--- src/logic/uaw_pkg.sv ---
// Purpose: Shared constants and carrier types for the serial auto-wake-up block
// Assumes: Single 40 MHz system clock, synchronous active-high reset
// Notes: No register bus; control and status bits are plain ports
package uaw_pkg;

  // ==========================================================================
  // Clock and timing
  // ==========================================================================
  localparam int unsigned CLK_HZ = 40000000;  // System clock rate
  localparam int unsigned SYNC_STAGES = 3;    // Pin synchroniser depth

  // ==========================================================================
  // Baud control register layout
  // ==========================================================================
  localparam int unsigned BAUDCTL_W = 8;      // Width of baud control register
  localparam int unsigned WAKE_EN_BIT = 1;    // Wake-on-edge enable position
  localparam logic [7:0] BAUDCTL_RST = 8'h00; // Reset value
  localparam logic [7:0] RXDATA_RST = 8'h00;  // Receive data reset value

  // ==========================================================================
  // Receiver state machine
  // ==========================================================================
  typedef enum logic [1:0] {
    UAW_RX_IDLE = 2'b00,  // Waiting for a start bit
    UAW_RX_BUSY = 2'b01,  // Character in progress
    UAW_WAKE_ARM = 2'b10, // Armed, watching for falling edge
    UAW_WAKE_LOW = 2'b11  // Wake event seen, waiting for rising edge
  } uaw_state_t;

  // Software control carrier
  typedef struct packed {
    logic async_mode;   // Port is in asynchronous mode
    logic sleep;        // Device in sleep: serial clocks stopped
    logic wake_set;     // Pulse: software sets the wake enable bit
    logic rxdata_read;  // Pulse: software reads the receive data register
  } uaw_ctrl_t;

  // Status carrier
  typedef struct packed {
    logic wake_on_edge_enable;     // Enable bit as stored
    logic receive_interrupt_flag;  // Receive interrupt request
    logic receive_idle_status;     // One when no reception in progress
    logic wake_flag;               // Flag raised by a wake event
  } uaw_stat_t;

endpackage : uaw_pkg

--- src/logic/uaw_sync.sv ---
// Purpose: Multi-stage synchroniser with agreement-based change detection
// Assumes: Input is asynchronous to clk
// Notes: First stage is read only by the second stage
`timescale 1ns/1ps
module uaw_sync #(
  parameter int unsigned STAGES = 3,
  parameter logic RST_VAL = 1'b1
) (
  // Clock and reset
  input wire logic clk,
  input wire logic srst,
  // Asynchronous input
  input wire logic d_async,
  // Filtered level
  output logic q
);

  // ==========================================================================
  // Stage chain
  // ==========================================================================
  logic [STAGES-1:0] chain_q; // Synchroniser flops

  // Shift the pin through the chain
  always_ff @(posedge clk) begin
    if (srst) begin
      chain_q <= {STAGES{RST_VAL}};
    end else begin
      chain_q <= {chain_q[STAGES-2:0], d_async};
    end
  end

  // Output changes only when the two last stages agree
  always_ff @(posedge clk) begin
    if (srst) begin
      q <= RST_VAL;
    end else if (chain_q[STAGES-1] == chain_q[STAGES-2]) begin
      q <= chain_q[STAGES-1];
    end
  end

endmodule : uaw_sync

--- src/logic/uaw_wake.sv ---
// Purpose: Auto-wake-up on break for an asynchronous serial receiver
// Assumes: Normal receive sequence runs elsewhere and reports done; busy is tracked here from the falling edge
// Notes: Sleep edge latch is modelled with the system clock kept alive
//
// Contract
// Setting wake enable bit arms wake-up
// Armed: suppress reception, hold receiver idle
// Falling receive edge is the wake event
// Wake event sets receive interrupt flag
// Flag set synchronously awake, latched in sleep
// Reading receive data clears wake interrupt
// Rising edge after wake clears enable, idles
// Sleep stops serial clocks, no reception
// Wake detection only in asynchronous mode
// Any rising edge after wake ends state
// Remote sends all-zero first character
// Remote break long enough for oscillator start
// Software discards data read after wake
// Software checks data integrity separately
// Idle status reported; arm only when idle
// Idle status one idle, zero receiving
// Falling edge latched without needing clock
`timescale 1ns/1ps
module uaw_wake (
  // Clock and reset
  input wire logic clk,
  input wire logic srst,
  // Serial line
  input wire logic serial_receive_line,
  // Software control
  input wire uaw_pkg::uaw_ctrl_t ctrl,
  // Normal receiver handshake
  input wire logic rx_char_done,
  input wire logic [7:0] rx_char_data,
  // Status and receive data
  output uaw_pkg::uaw_stat_t stat,
  output logic [7:0] receive_data_register,
  output logic serial_clk_en,
  output logic rx_run_en
);

  // ==========================================================================
  // Input synchroniser
  // ==========================================================================
  logic rx_s;      // Filtered receive level
  logic rx_prev_q; // Previous filtered level

  uaw_sync #(.STAGES(uaw_pkg::SYNC_STAGES), .RST_VAL(1'b1)) u_sync (
    .clk(clk),
    .srst(srst),
    .d_async(serial_receive_line),
    .q(rx_s)
  );

  // Remember last level for edge detection
  always_ff @(posedge clk) begin
    if (srst) begin
      rx_prev_q <= 1'b1;
    end else begin
      rx_prev_q <= rx_s;
    end
  end

  logic fall; // Falling edge on receive line
  logic rise; // Rising edge on receive line
  assign fall = rx_prev_q & ~rx_s;
  assign rise = ~rx_prev_q & rx_s;

  // ==========================================================================
  // State machine
  // ==========================================================================
  uaw_pkg::uaw_state_t state_q; // Current state
  uaw_pkg::uaw_state_t state_d; // Next state
  logic armable;                // Wake allowed now
  assign armable = ctrl.async_mode;

  // Next-state decision
  always_comb begin
    state_d = state_q;
    unique case (state_q)
      uaw_pkg::UAW_RX_IDLE: begin
        if (ctrl.wake_set && armable) begin
          state_d = uaw_pkg::UAW_WAKE_ARM;
        end else if (fall && !ctrl.sleep) begin
          state_d = uaw_pkg::UAW_RX_BUSY;
        end
      end
      uaw_pkg::UAW_RX_BUSY: begin
        // Reception ends on done; sleep aborts it
        if (rx_char_done || ctrl.sleep) begin
          state_d = uaw_pkg::UAW_RX_IDLE;
        end
      end
      uaw_pkg::UAW_WAKE_ARM: begin
        if (!armable) begin
          state_d = uaw_pkg::UAW_RX_IDLE;
        end else if (fall) begin
          state_d = uaw_pkg::UAW_WAKE_LOW;
        end
      end
      uaw_pkg::UAW_WAKE_LOW: begin
        if (rise || !armable) begin
          state_d = uaw_pkg::UAW_RX_IDLE;
        end
      end
    endcase
  end

  // State register
  always_ff @(posedge clk) begin
    if (srst) begin
      state_q <= uaw_pkg::UAW_RX_IDLE;
    end else begin
      state_q <= state_d;
    end
  end

  logic armed_d; // Enable bit next value
  assign armed_d = (state_d == uaw_pkg::UAW_WAKE_ARM) || (state_d == uaw_pkg::UAW_WAKE_LOW);
  logic wake_evt; // Wake event this cycle
  assign wake_evt = (state_q == uaw_pkg::UAW_WAKE_ARM) && armable && fall;

  // ==========================================================================
  // Status flags
  // ==========================================================================
  // Wake flag: latched event, set wins over read clear; holds through sleep
  always_ff @(posedge clk) begin
    if (srst) begin
      stat.wake_flag <= 1'b0;
    end else if (wake_evt) begin
      stat.wake_flag <= 1'b1;
    end else if (ctrl.rxdata_read) begin
      stat.wake_flag <= 1'b0;
    end
  end

  // Receive interrupt flag: wake event or completed character
  always_ff @(posedge clk) begin
    if (srst) begin
      stat.receive_interrupt_flag <= 1'b0;
    end else if (wake_evt || (rx_char_done && state_q == uaw_pkg::UAW_RX_BUSY)) begin
      stat.receive_interrupt_flag <= 1'b1;
    end else if (ctrl.rxdata_read) begin
      stat.receive_interrupt_flag <= 1'b0;
    end
  end

  // Enable bit mirror
  always_ff @(posedge clk) begin
    if (srst) begin
      stat.wake_on_edge_enable <= uaw_pkg::BAUDCTL_RST[uaw_pkg::WAKE_EN_BIT];
    end else begin
      stat.wake_on_edge_enable <= armed_d;
    end
  end

  // Idle status: low only while a character is received
  always_ff @(posedge clk) begin
    if (srst) begin
      stat.receive_idle_status <= 1'b1;
    end else begin
      stat.receive_idle_status <= (state_d != uaw_pkg::UAW_RX_BUSY);
    end
  end

  // ==========================================================================
  // Receive data and clock gating
  // ==========================================================================
  // Capture characters only from normal reception
  always_ff @(posedge clk) begin
    if (srst) begin
      receive_data_register <= uaw_pkg::RXDATA_RST;
    end else if (rx_char_done && state_q == uaw_pkg::UAW_RX_BUSY) begin
      receive_data_register <= rx_char_data;
    end
  end

  // Serial clocks stop in sleep
  always_ff @(posedge clk) begin
    if (srst) begin
      serial_clk_en <= 1'b0;
    end else begin
      serial_clk_en <= ~ctrl.sleep;
    end
  end

  // Receiver sequencer runs only when not armed and not asleep
  always_ff @(posedge clk) begin
    if (srst) begin
      rx_run_en <= 1'b0;
    end else begin
      rx_run_en <= ~armed_d & ~ctrl.sleep;
    end
  end

  // ==========================================================================
  // Assertions
  // ==========================================================================
  property p_wake_sets_flag;
    @(posedge clk) disable iff (srst)
    wake_evt |=> stat.receive_interrupt_flag && stat.wake_flag;
  endproperty
  a_wake_sets_flag: assert property (p_wake_sets_flag) else $error("wake flag not set");

  property p_read_clears;
    @(posedge clk) disable iff (srst)
    ctrl.rxdata_read && !wake_evt && !rx_char_done |=> !stat.wake_flag;
  endproperty
  a_read_clears: assert property (p_read_clears) else $error("read did not clear");

  property p_rise_disarms;
    @(posedge clk) disable iff (srst)
    state_q == uaw_pkg::UAW_WAKE_LOW && rise |=> !stat.wake_on_edge_enable;
  endproperty
  a_rise_disarms: assert property (p_rise_disarms) else $error("enable not cleared");

  property p_arm;
    @(posedge clk) disable iff (srst)
    state_q == uaw_pkg::UAW_RX_IDLE && ctrl.wake_set && ctrl.async_mode
      |=> stat.wake_on_edge_enable;
  endproperty
  a_arm: assert property (p_arm) else $error("enable not armed");

  property p_armed_no_run;
    @(posedge clk) disable iff (srst)
    stat.wake_on_edge_enable |-> !rx_run_en;
  endproperty
  a_armed_no_run: assert property (p_armed_no_run) else $error("receiver ran while armed");

  property p_fall_wakes;
    @(posedge clk) disable iff (srst)
    state_q == uaw_pkg::UAW_WAKE_ARM && ctrl.async_mode && fall
      |=> state_q == uaw_pkg::UAW_WAKE_LOW;
  endproperty
  a_fall_wakes: assert property (p_fall_wakes) else $error("edge missed");

  property p_sleep_clk;
    @(posedge clk) disable iff (srst)
    ctrl.sleep |=> !serial_clk_en && !rx_run_en;
  endproperty
  a_sleep_clk: assert property (p_sleep_clk) else $error("clocks run in sleep");

  property p_sync_only;
    @(posedge clk) disable iff (srst)
    !ctrl.async_mode |=> !stat.wake_on_edge_enable;
  endproperty
  a_sync_only: assert property (p_sync_only) else $error("armed in sync mode");

  property p_idle_stat;
    @(posedge clk) disable iff (srst)
    state_q == uaw_pkg::UAW_RX_BUSY |-> !stat.receive_idle_status;
  endproperty
  a_idle_stat: assert property (p_idle_stat) else $error("idle wrong");

  c_wake: cover property (@(posedge clk) disable iff (srst) wake_evt);
  c_disarm: cover property (@(posedge clk) disable iff (srst)
    state_q == uaw_pkg::UAW_WAKE_LOW ##1 state_q == uaw_pkg::UAW_RX_IDLE);
  c_sleep_wake: cover property (@(posedge clk) disable iff (srst) ctrl.sleep && wake_evt);

endmodule : uaw_wake

--- config.mk ---
export PLATFORM = sky130hd
export DESIGN_NAME = uaw_wake
export DESIGN_NICKNAME = d
export VERILOG_FILES = /design/src/logic/uaw_pkg.sv /design/src/logic/uaw_sync.sv /design/src/logic/uaw_wake.sv
export SDC_FILE = /design/constraint.sdc
export NUM_CORES = 1
export LEC_CHECK = 0
export BUFFER_PORTS_ARGS = -buffer_cell sky130_fd_sc_hd__buf_2
export CORE_AREA = 2 2 43 45
export CTS_CLUSTER_DIAMETER = 80
export CTS_CLUSTER_SIZE = 24
export DETAILED_ROUTE_END_ITERATION = 8
export DIE_AREA = 0 0 45 47
export GPL_TIMING_DRIVEN = 0
export PLACE_DENSITY_LB_ADDON = 0.2
export SLEW_MARGIN = 10
export SYNTH_ARGS = -nofsm -noshare
export SYNTH_HDL_FRONTEND = slang
export SYNTH_SLANG_ARGS = --single-unit
--- constraint.sdc ---
create_clock -name clk -period 2.9 [get_ports clk]
set_clock_uncertainty 0.2 [all_clocks]
set_input_delay 0.145 -clock clk [delete_from_list [all_inputs] [get_ports clk]]
set_output_delay 0.145 -clock clk [all_outputs]
set_load 0.03 [all_outputs]
==> impl_metrics.ini, run 1 <==
[status]
status = finished clean

[detailed_routing]
ant_nets = 0
detail_route.wl_per_cell_um = 10.50
drcViolationCount = 0
totalWireLength_um = 1407
detail_route.vias_per_cell = 4.627
drt-initial-drc-count = 3
detail_route.first_pass.iterations = 3
via_count = 620

[finish]
synthToLayoutAreaGrowth_pct = 45.48
nNetsFinal = 134
utilization_pct = 64.70
n_antenna_cell = 0
drive_above_1_share_pct = 35.90

[clocking]
clk_transition_reported_paths_ns = 0.11
cts-root-buf = clkbuf_4
insertion_delay_ns = 0.30
cts.htree.levels = 1
post_cts_resized = 0
cts-buffers-inserted = 3
post_cts_buffers = 0
ctsHoldBuffers = 14
cts_tree = yes
cts.sinks = 21
clk_path_buf_depth = 2

[power_and_ir_drop]
peakVddDrop_v = 0.0002620
power-per-cell-area_nw_per_um2 = 445.8
p_total_uw = 476.3
p_leak_nw = 0.5424

[synthesis]
synth-warning-count = 0
netlist_area_um2 = 734.5
synth_compound_area_share_pct = 7.496
synth_top_family_by_area = simple AND/OR/NAND/NOR gates
syn_area_per_cell_um2 = 10.49
syn_inst = 70
synthXorXnorAreaFrac_pct = 0
syn_nets = 86
synth.distinct_cells = 22
synth_fa_ha_area_share_pct = 0
synth_seq_cells = 21
synthMuxAreaShare_pct = 10.90
synth.yosys.seq_area_share_pct = 57.24
synthSimpleGateAreaFrac_pct = 21.12

[sta]
period_minus_slack_ns = 1.676
timing.fmax_ghz = 0.5965
tns_ns = 0
setup_viol = 0
slew_headroom_pct = 71.04
finalCritPeriodShare_pct = 57.80
hold_viol = 0
rsz0062_at_grt = false
final_max_slew_viol_count = 0
layout_setup_ws_ns = 1.224
tightest_slew_ns = 0.4344

[critical_path]
rr_startpoint = u_sync.q
arrival_ns = 1.72
critPathKind = reg -> reg
start_kind = flip-flop
required_ns = 2.95
r2r_cells = 4
path_max_fanout = 5
reg2reg_setup_slack_ns = 1.22
r2r-end = stat[0]
cp-end-kind = flip-flop

[run]
drv_cap = 0

[global_routing]
overflow = 0
grt.total_usage_pct = 14.65
grt_pass1_wl_um = 2187
grt_pass1_vias = 570
antenna_found_initial = 0
grt_max_degree = 13

[die]
dieArea_um2 = 2115
die_x_um = 45
start_util_pct = 44.47
core_area_um2 = 1652
die_h_um = 47
ios = 30
rows = 15

[placed_design]
place_hpwl_um = 919.3
port_buffers = 29
finalWeightedCongestion = 0.7838
dp_slack_ns = 1.551

[min_path]
hold-path-cell-count = 4
holdPathEnd = state_q[0]
hp-class = in -> reg
hold_start = ctrl[1]
## state kept, by name, summed over array words and instances (netlist names)
register / flops
rx_run_en: 1
serial_clk_en: 1
receive_data_register: 8
stat: 4
rx_prev_q: 1
state_q: 2
u_sync.chain_q: 3
u_sync.q: 1
## worst max path at each step
stage	to	start	cells past startpoint	slack [ns]
after floorplan	receive_data_register[0]	state_q[1]	5	1.67
after global placement	receive_data_register[1]	state_q[1]	5	1.58
after detailed placement	receive_data_register[4]	state_q[1]	5	1.55
after CTS	stat[0]	u_sync.q	4	1.21
after global routing	stat[0]	u_sync.q	4	1.15
final	stat[0]	u_sync.q	4	1.22
## layout make-up
cell class | instances | area (um2)
Inverter | 1 | 3.754
Buffer | 3 | 20.02
Clock inverter | 1 | 5.005
Tap cell | 17 | 21.27
Sequential cell | 21 | 420.4
Multi-Input combinational cell | 45 | 290.3
Clock buffer | 3 | 22.52
Timing Repair Buffer | 43 | 285.3
Fill cell | 142 | 583.1
## cells in the final DEF, fill, tap and decap left out, drive strengths merged
cell type    synthesis  final
nand3                2      2
nand4                1      1
mux2i                8      8
nor2                13     13
o32a                 1      1
and2                 1      1
nor3b                1      1
nand2b               3      3
clkbuf               1      4
inv                  1      1
nand2                4      4
dlygate4sd3          0     14
a31oi                1      1
dfxtp               21     21
a21oi                2      2
o221ai               1      1
buf                  2     31
o21bai               1      1
or2                  4      4
and2b                1      1
o22ai                1      1
clkinv               0      1
## routing by layer
| layer | GRT usage [%] | wire length, um | vias up |
|---|---|---|---|
| met5 | 0 | 0 | - |
| met4 | 8.824 | 26 | 0 |
| met3 | 3.462 | 71 | 4 |
| met2 | 24.86 | 709 | 19 |
| met1 | 16.82 | 600 | 270 |
| li1 | - | - | 327 |
## critical path: stages, from the launching register on
cell and delay, ns:
dfxtp_1 0.36, nor3b_2 0.24, nand3_2 0.14, a21oi_1 0.14, dlygate4sd3_1 0.55
## report_power, final
part           switching [mW]  total [mW]  internal [mW]
sequential            0.00218       0.295          0.293
combinational          0.0194      0.0455         0.0261
clock                  0.0841       0.135         0.0514
total                   0.106       0.476          0.371
## synth_stat cells
cell,instances,share of area [%]
dfxtp_1,21,57
clkbuf_1,1,0.51
nand3_2,1,1.4
nand2_1,4,2.0
nand3_1,1,0.68
and2b_1,1,1.0
nor3b_2,1,1.7
and2_1,1,0.85
nand2b_1,3,2.6
a21oi_1,2,1.4
nor2_1,13,6.6
o22ai_1,1,0.85
inv_1,1,0.51
a31oi_1,1,0.85
nand4_1,1,0.85
buf_6,1,1.5
o32a_1,1,1.4
o21bai_1,1,1.0
or2_2,4,3.4
o221ai_2,1,2.0
buf_2,1,0.68
mux2i_1,8,11
## cell families (layout without fill, tap and decap cells)
kind of cell | Yosys count | in the layout
and+or+nand+nor | 30 | 30
DFF | 21 | 21
muxes | 8 | 8
AOI/OAI and AO/OA | 7 | 7
buffers and inverters | 4 | 51
## per-stage QoR
| step | instance area (um2) | instances | hold WS (ns) |
|---|---|---|---|
| 6_report | 1069 | 134 | 0.02135 |
| 5_1_grt | 1069 | 134 | 0.02355 |
| 4_1_cts | 1069 | 134 | 0.01941 |
| 3_5_place_dp | 900.9 | 116 | 0.1363 |
| 3_3_place_gp | 900.9 | 116 | 0.1322 |
| 2_1_floorplan | 734.5 | 70 | 0.03680 |
No activity file was read; power rests on OpenSTA's default activity.
==> run 2: changes to the inputs <==
--- a/config.mk
+++ b/config.mk
@@ -6,11 +6,11 @@
 export NUM_CORES = 1
 export LEC_CHECK = 0
 export BUFFER_PORTS_ARGS = -buffer_cell sky130_fd_sc_hd__buf_2
-export CORE_AREA = 2 2 43 45
+export CORE_AREA = 2 2 46 48
 export CTS_CLUSTER_DIAMETER = 80
 export CTS_CLUSTER_SIZE = 24
 export DETAILED_ROUTE_END_ITERATION = 8
-export DIE_AREA = 0 0 45 47
+export DIE_AREA = 0 0 48 50
 export GPL_TIMING_DRIVEN = 0
 export PLACE_DENSITY_LB_ADDON = 0.2
 export SLEW_MARGIN = 10
==> constraint.sdc (replaced) <==
create_clock -name clk -period 1.5 [get_ports clk]
set_clock_uncertainty 0.2 [all_clocks]
set_input_delay 0.075 -clock clk [delete_from_list [all_inputs] [get_ports clk]]
set_output_delay 0.075 -clock clk [all_outputs]
set_load 0.03 [all_outputs]
==> run 2 against run 1 <==
The flow now finishes with violations (hold timing); sequential share of layout area shrank 1.2 points; worst hold slack worse by 0.078 ns; critical path depth did not move; combinational power up 110%.
==> impl_metrics.ini, run 2 (same netlist as run 1, synthesis figures left out) <==
[status]
status = finished with violations
failed_checks = hold timing

[detailed_routing]
drcViolationCount = 0
totalWireLength_um = 1489
met1_length_um = 691
wl_met2_um = 712
via_count = 640
wl_met3_um = 74
top_layer = met4
detail_route.first_pass.iterations = 6
drt-initial-drc-count = 10
detail_route.wl_per_cell_um = 10.20
detail_route.vias_per_cell = 4.384
ant_nets = 0

[power_and_ir_drop]
internal-power_uw = 721.8
switching_share_pct = 22.26
power-per-cell-area_nw_per_um2 = 843.3
p_total_uw = 928.6
p_sw_uw = 206.7
p_leak_nw = 0.5494
peakVddDrop_v = 0.0004665
combPwrFrac_pct = 10.2
power_frac_clock_pct = 28.3
pwr-share-seq_pct = 61.5

[sta]
rsz0062_at_grt = false
hold_viol = 2
finalCritPeriodShare_pct = 92.82
holdWs_ns = -0.05618
setup_viol = 0
period_minus_slack_ns = 1.392
tightest_slew_ns = 0.4376
tns_ns = 0
final_max_slew_viol_count = 0
timing.fmax_ghz = 0.7182
slew_headroom_pct = 70.83

[finish]
top_regs = receive_data_register (8), stat (4), u_sync.chain_q (3)
top_register = receive_data_register
n_antenna_cell = 0
largest_reg_flops = 8
mostFrequentLayoutCells = 30 x buf_2, 21 x dfxtp_1, 16 x dlygate4sd3_1, 13 x nor2_1, 8 x mux2i_1
synthToLayoutAreaGrowth_pct = 49.92
layout_commonest_cell = buf_2
drive_above_1_share_pct = 35.29
nNetsFinal = 136

[clocking]
clk_transition_reported_paths_ns = 0.11
cts-root-buf = clkbuf_4
insertion_delay_ns = 0.29
cts.sinks = 21
cts.htree.levels = 1
cts-buffers-inserted = 3
cts_tree = yes
clk_path_buf_depth = 2
ctsHoldBuffers = 16
post_cts_buffers = 0
post_cts_resized = 0

[die]
ios = 30
dieArea_um2 = 2400
die_x_um = 48
start_util_pct = 38.62
core_area_um2 = 1902
die_h_um = 50
rows = 16

[critical_path]
r2r_cells = 5
path_max_fanout = 3
arrival_ns = 1.44
critPathKind = in -> reg
start_kind = primary input
reg2reg_setup_slack_ns = 0.12
cp-end-kind = flip-flop
required_ns = 1.55

[min_path]
hold-path-cell-count = 3
hp-class = in -> reg

[placed_design]
port_buffers = 29
place_hpwl_um = 976.8
finalWeightedCongestion = 0.6876

[global_routing]
grt_pass1_vias = 605
grt_max_degree = 13
antenna_found_initial = 0
grt.total_usage_pct = 14.53
grt_pass1_wl_um = 2504
overflow = 0

[run]
drv_cap = 0
## run 2: cell count changes in the layout (fill, tap and decap cells not counted), sizes merged
| cell | previous run | this run |
|---|---|---|
| dlygate4sd3 | 14 | 16 |
## run 2: power by group through the flow
| stage | Combinational (mW) | Clock (mW) | Sequential, mW |
|---|---|---|---|
| after floorplan | 0.0233 | 0 | 0.593 |
| after global placement | 0.0618 | 0 | 0.584 |
| after detailed placement | 0.0627 | 0 | 0.584 |
| after CTS | 0.0950 | 0.274 | 0.571 |
| after global routing | 0.104 | 0.306 | 0.573 |
| final | 0.0950 | 0.262 | 0.571 |
## run 2: final cells by class
cell class / instances / area [um2]
clock buffer: 3 / 22.52
tap: 27 / 33.78
sequential: 21 / 420.4
multi-input combinational: 45 / 290.3
clock inverter: 1 / 5.005
fill: 168 / 800.8
buffer: 3 / 20.02
timing repair buffer: 45 / 305.3
inverter: 1 / 3.754
## run 2: path summary, 6_finish.rpt
kind	startpoint	end
worst max-delay path	ctrl[2]	serial_clk_en
worst min register to register	u_sync.chain_q[0]	u_sync.chain_q[1]
worst min-delay path	srst	state_q[0]
worst max register to register	state_q[1]	receive_data_register[3]
## run 2: metal layers
metal | vias up | track usage [%]
li1 | 332 | -
met1 | 287 | 17.75
met2 | 19 | 23.11
met3 | 2 | 5.128
met4 | 0 | 4.505
met5 | - | 0
## run 2: metrics by stage
stage / util (%) / setup WS [ns] / area (um2) / std cells / hold slack, ns
floorplan: - / 0.2735 / 734.5 / 70 / -0.03320
global placement: 48.03 / 0.1834 / 913.4 / 126 / 0.06261
detailed placement: 48.03 / 0.1253 / 913.4 / 126 / 0.06495
CTS: 57.89 / 0.1137 / 1101 / 146 / -0.05525
global route: 57.89 / 0.01949 / 1101 / 146 / -0.05275
finish: 57.89 / 0.1077 / 1101 / 146 / -0.05618
## run 2: worst max-delay path: stages
cell and delay, ns:
dlygate4sd3_1 0.53, buf_2 0.13, nor2_1 0.15, dlygate4sd3_1 0.56
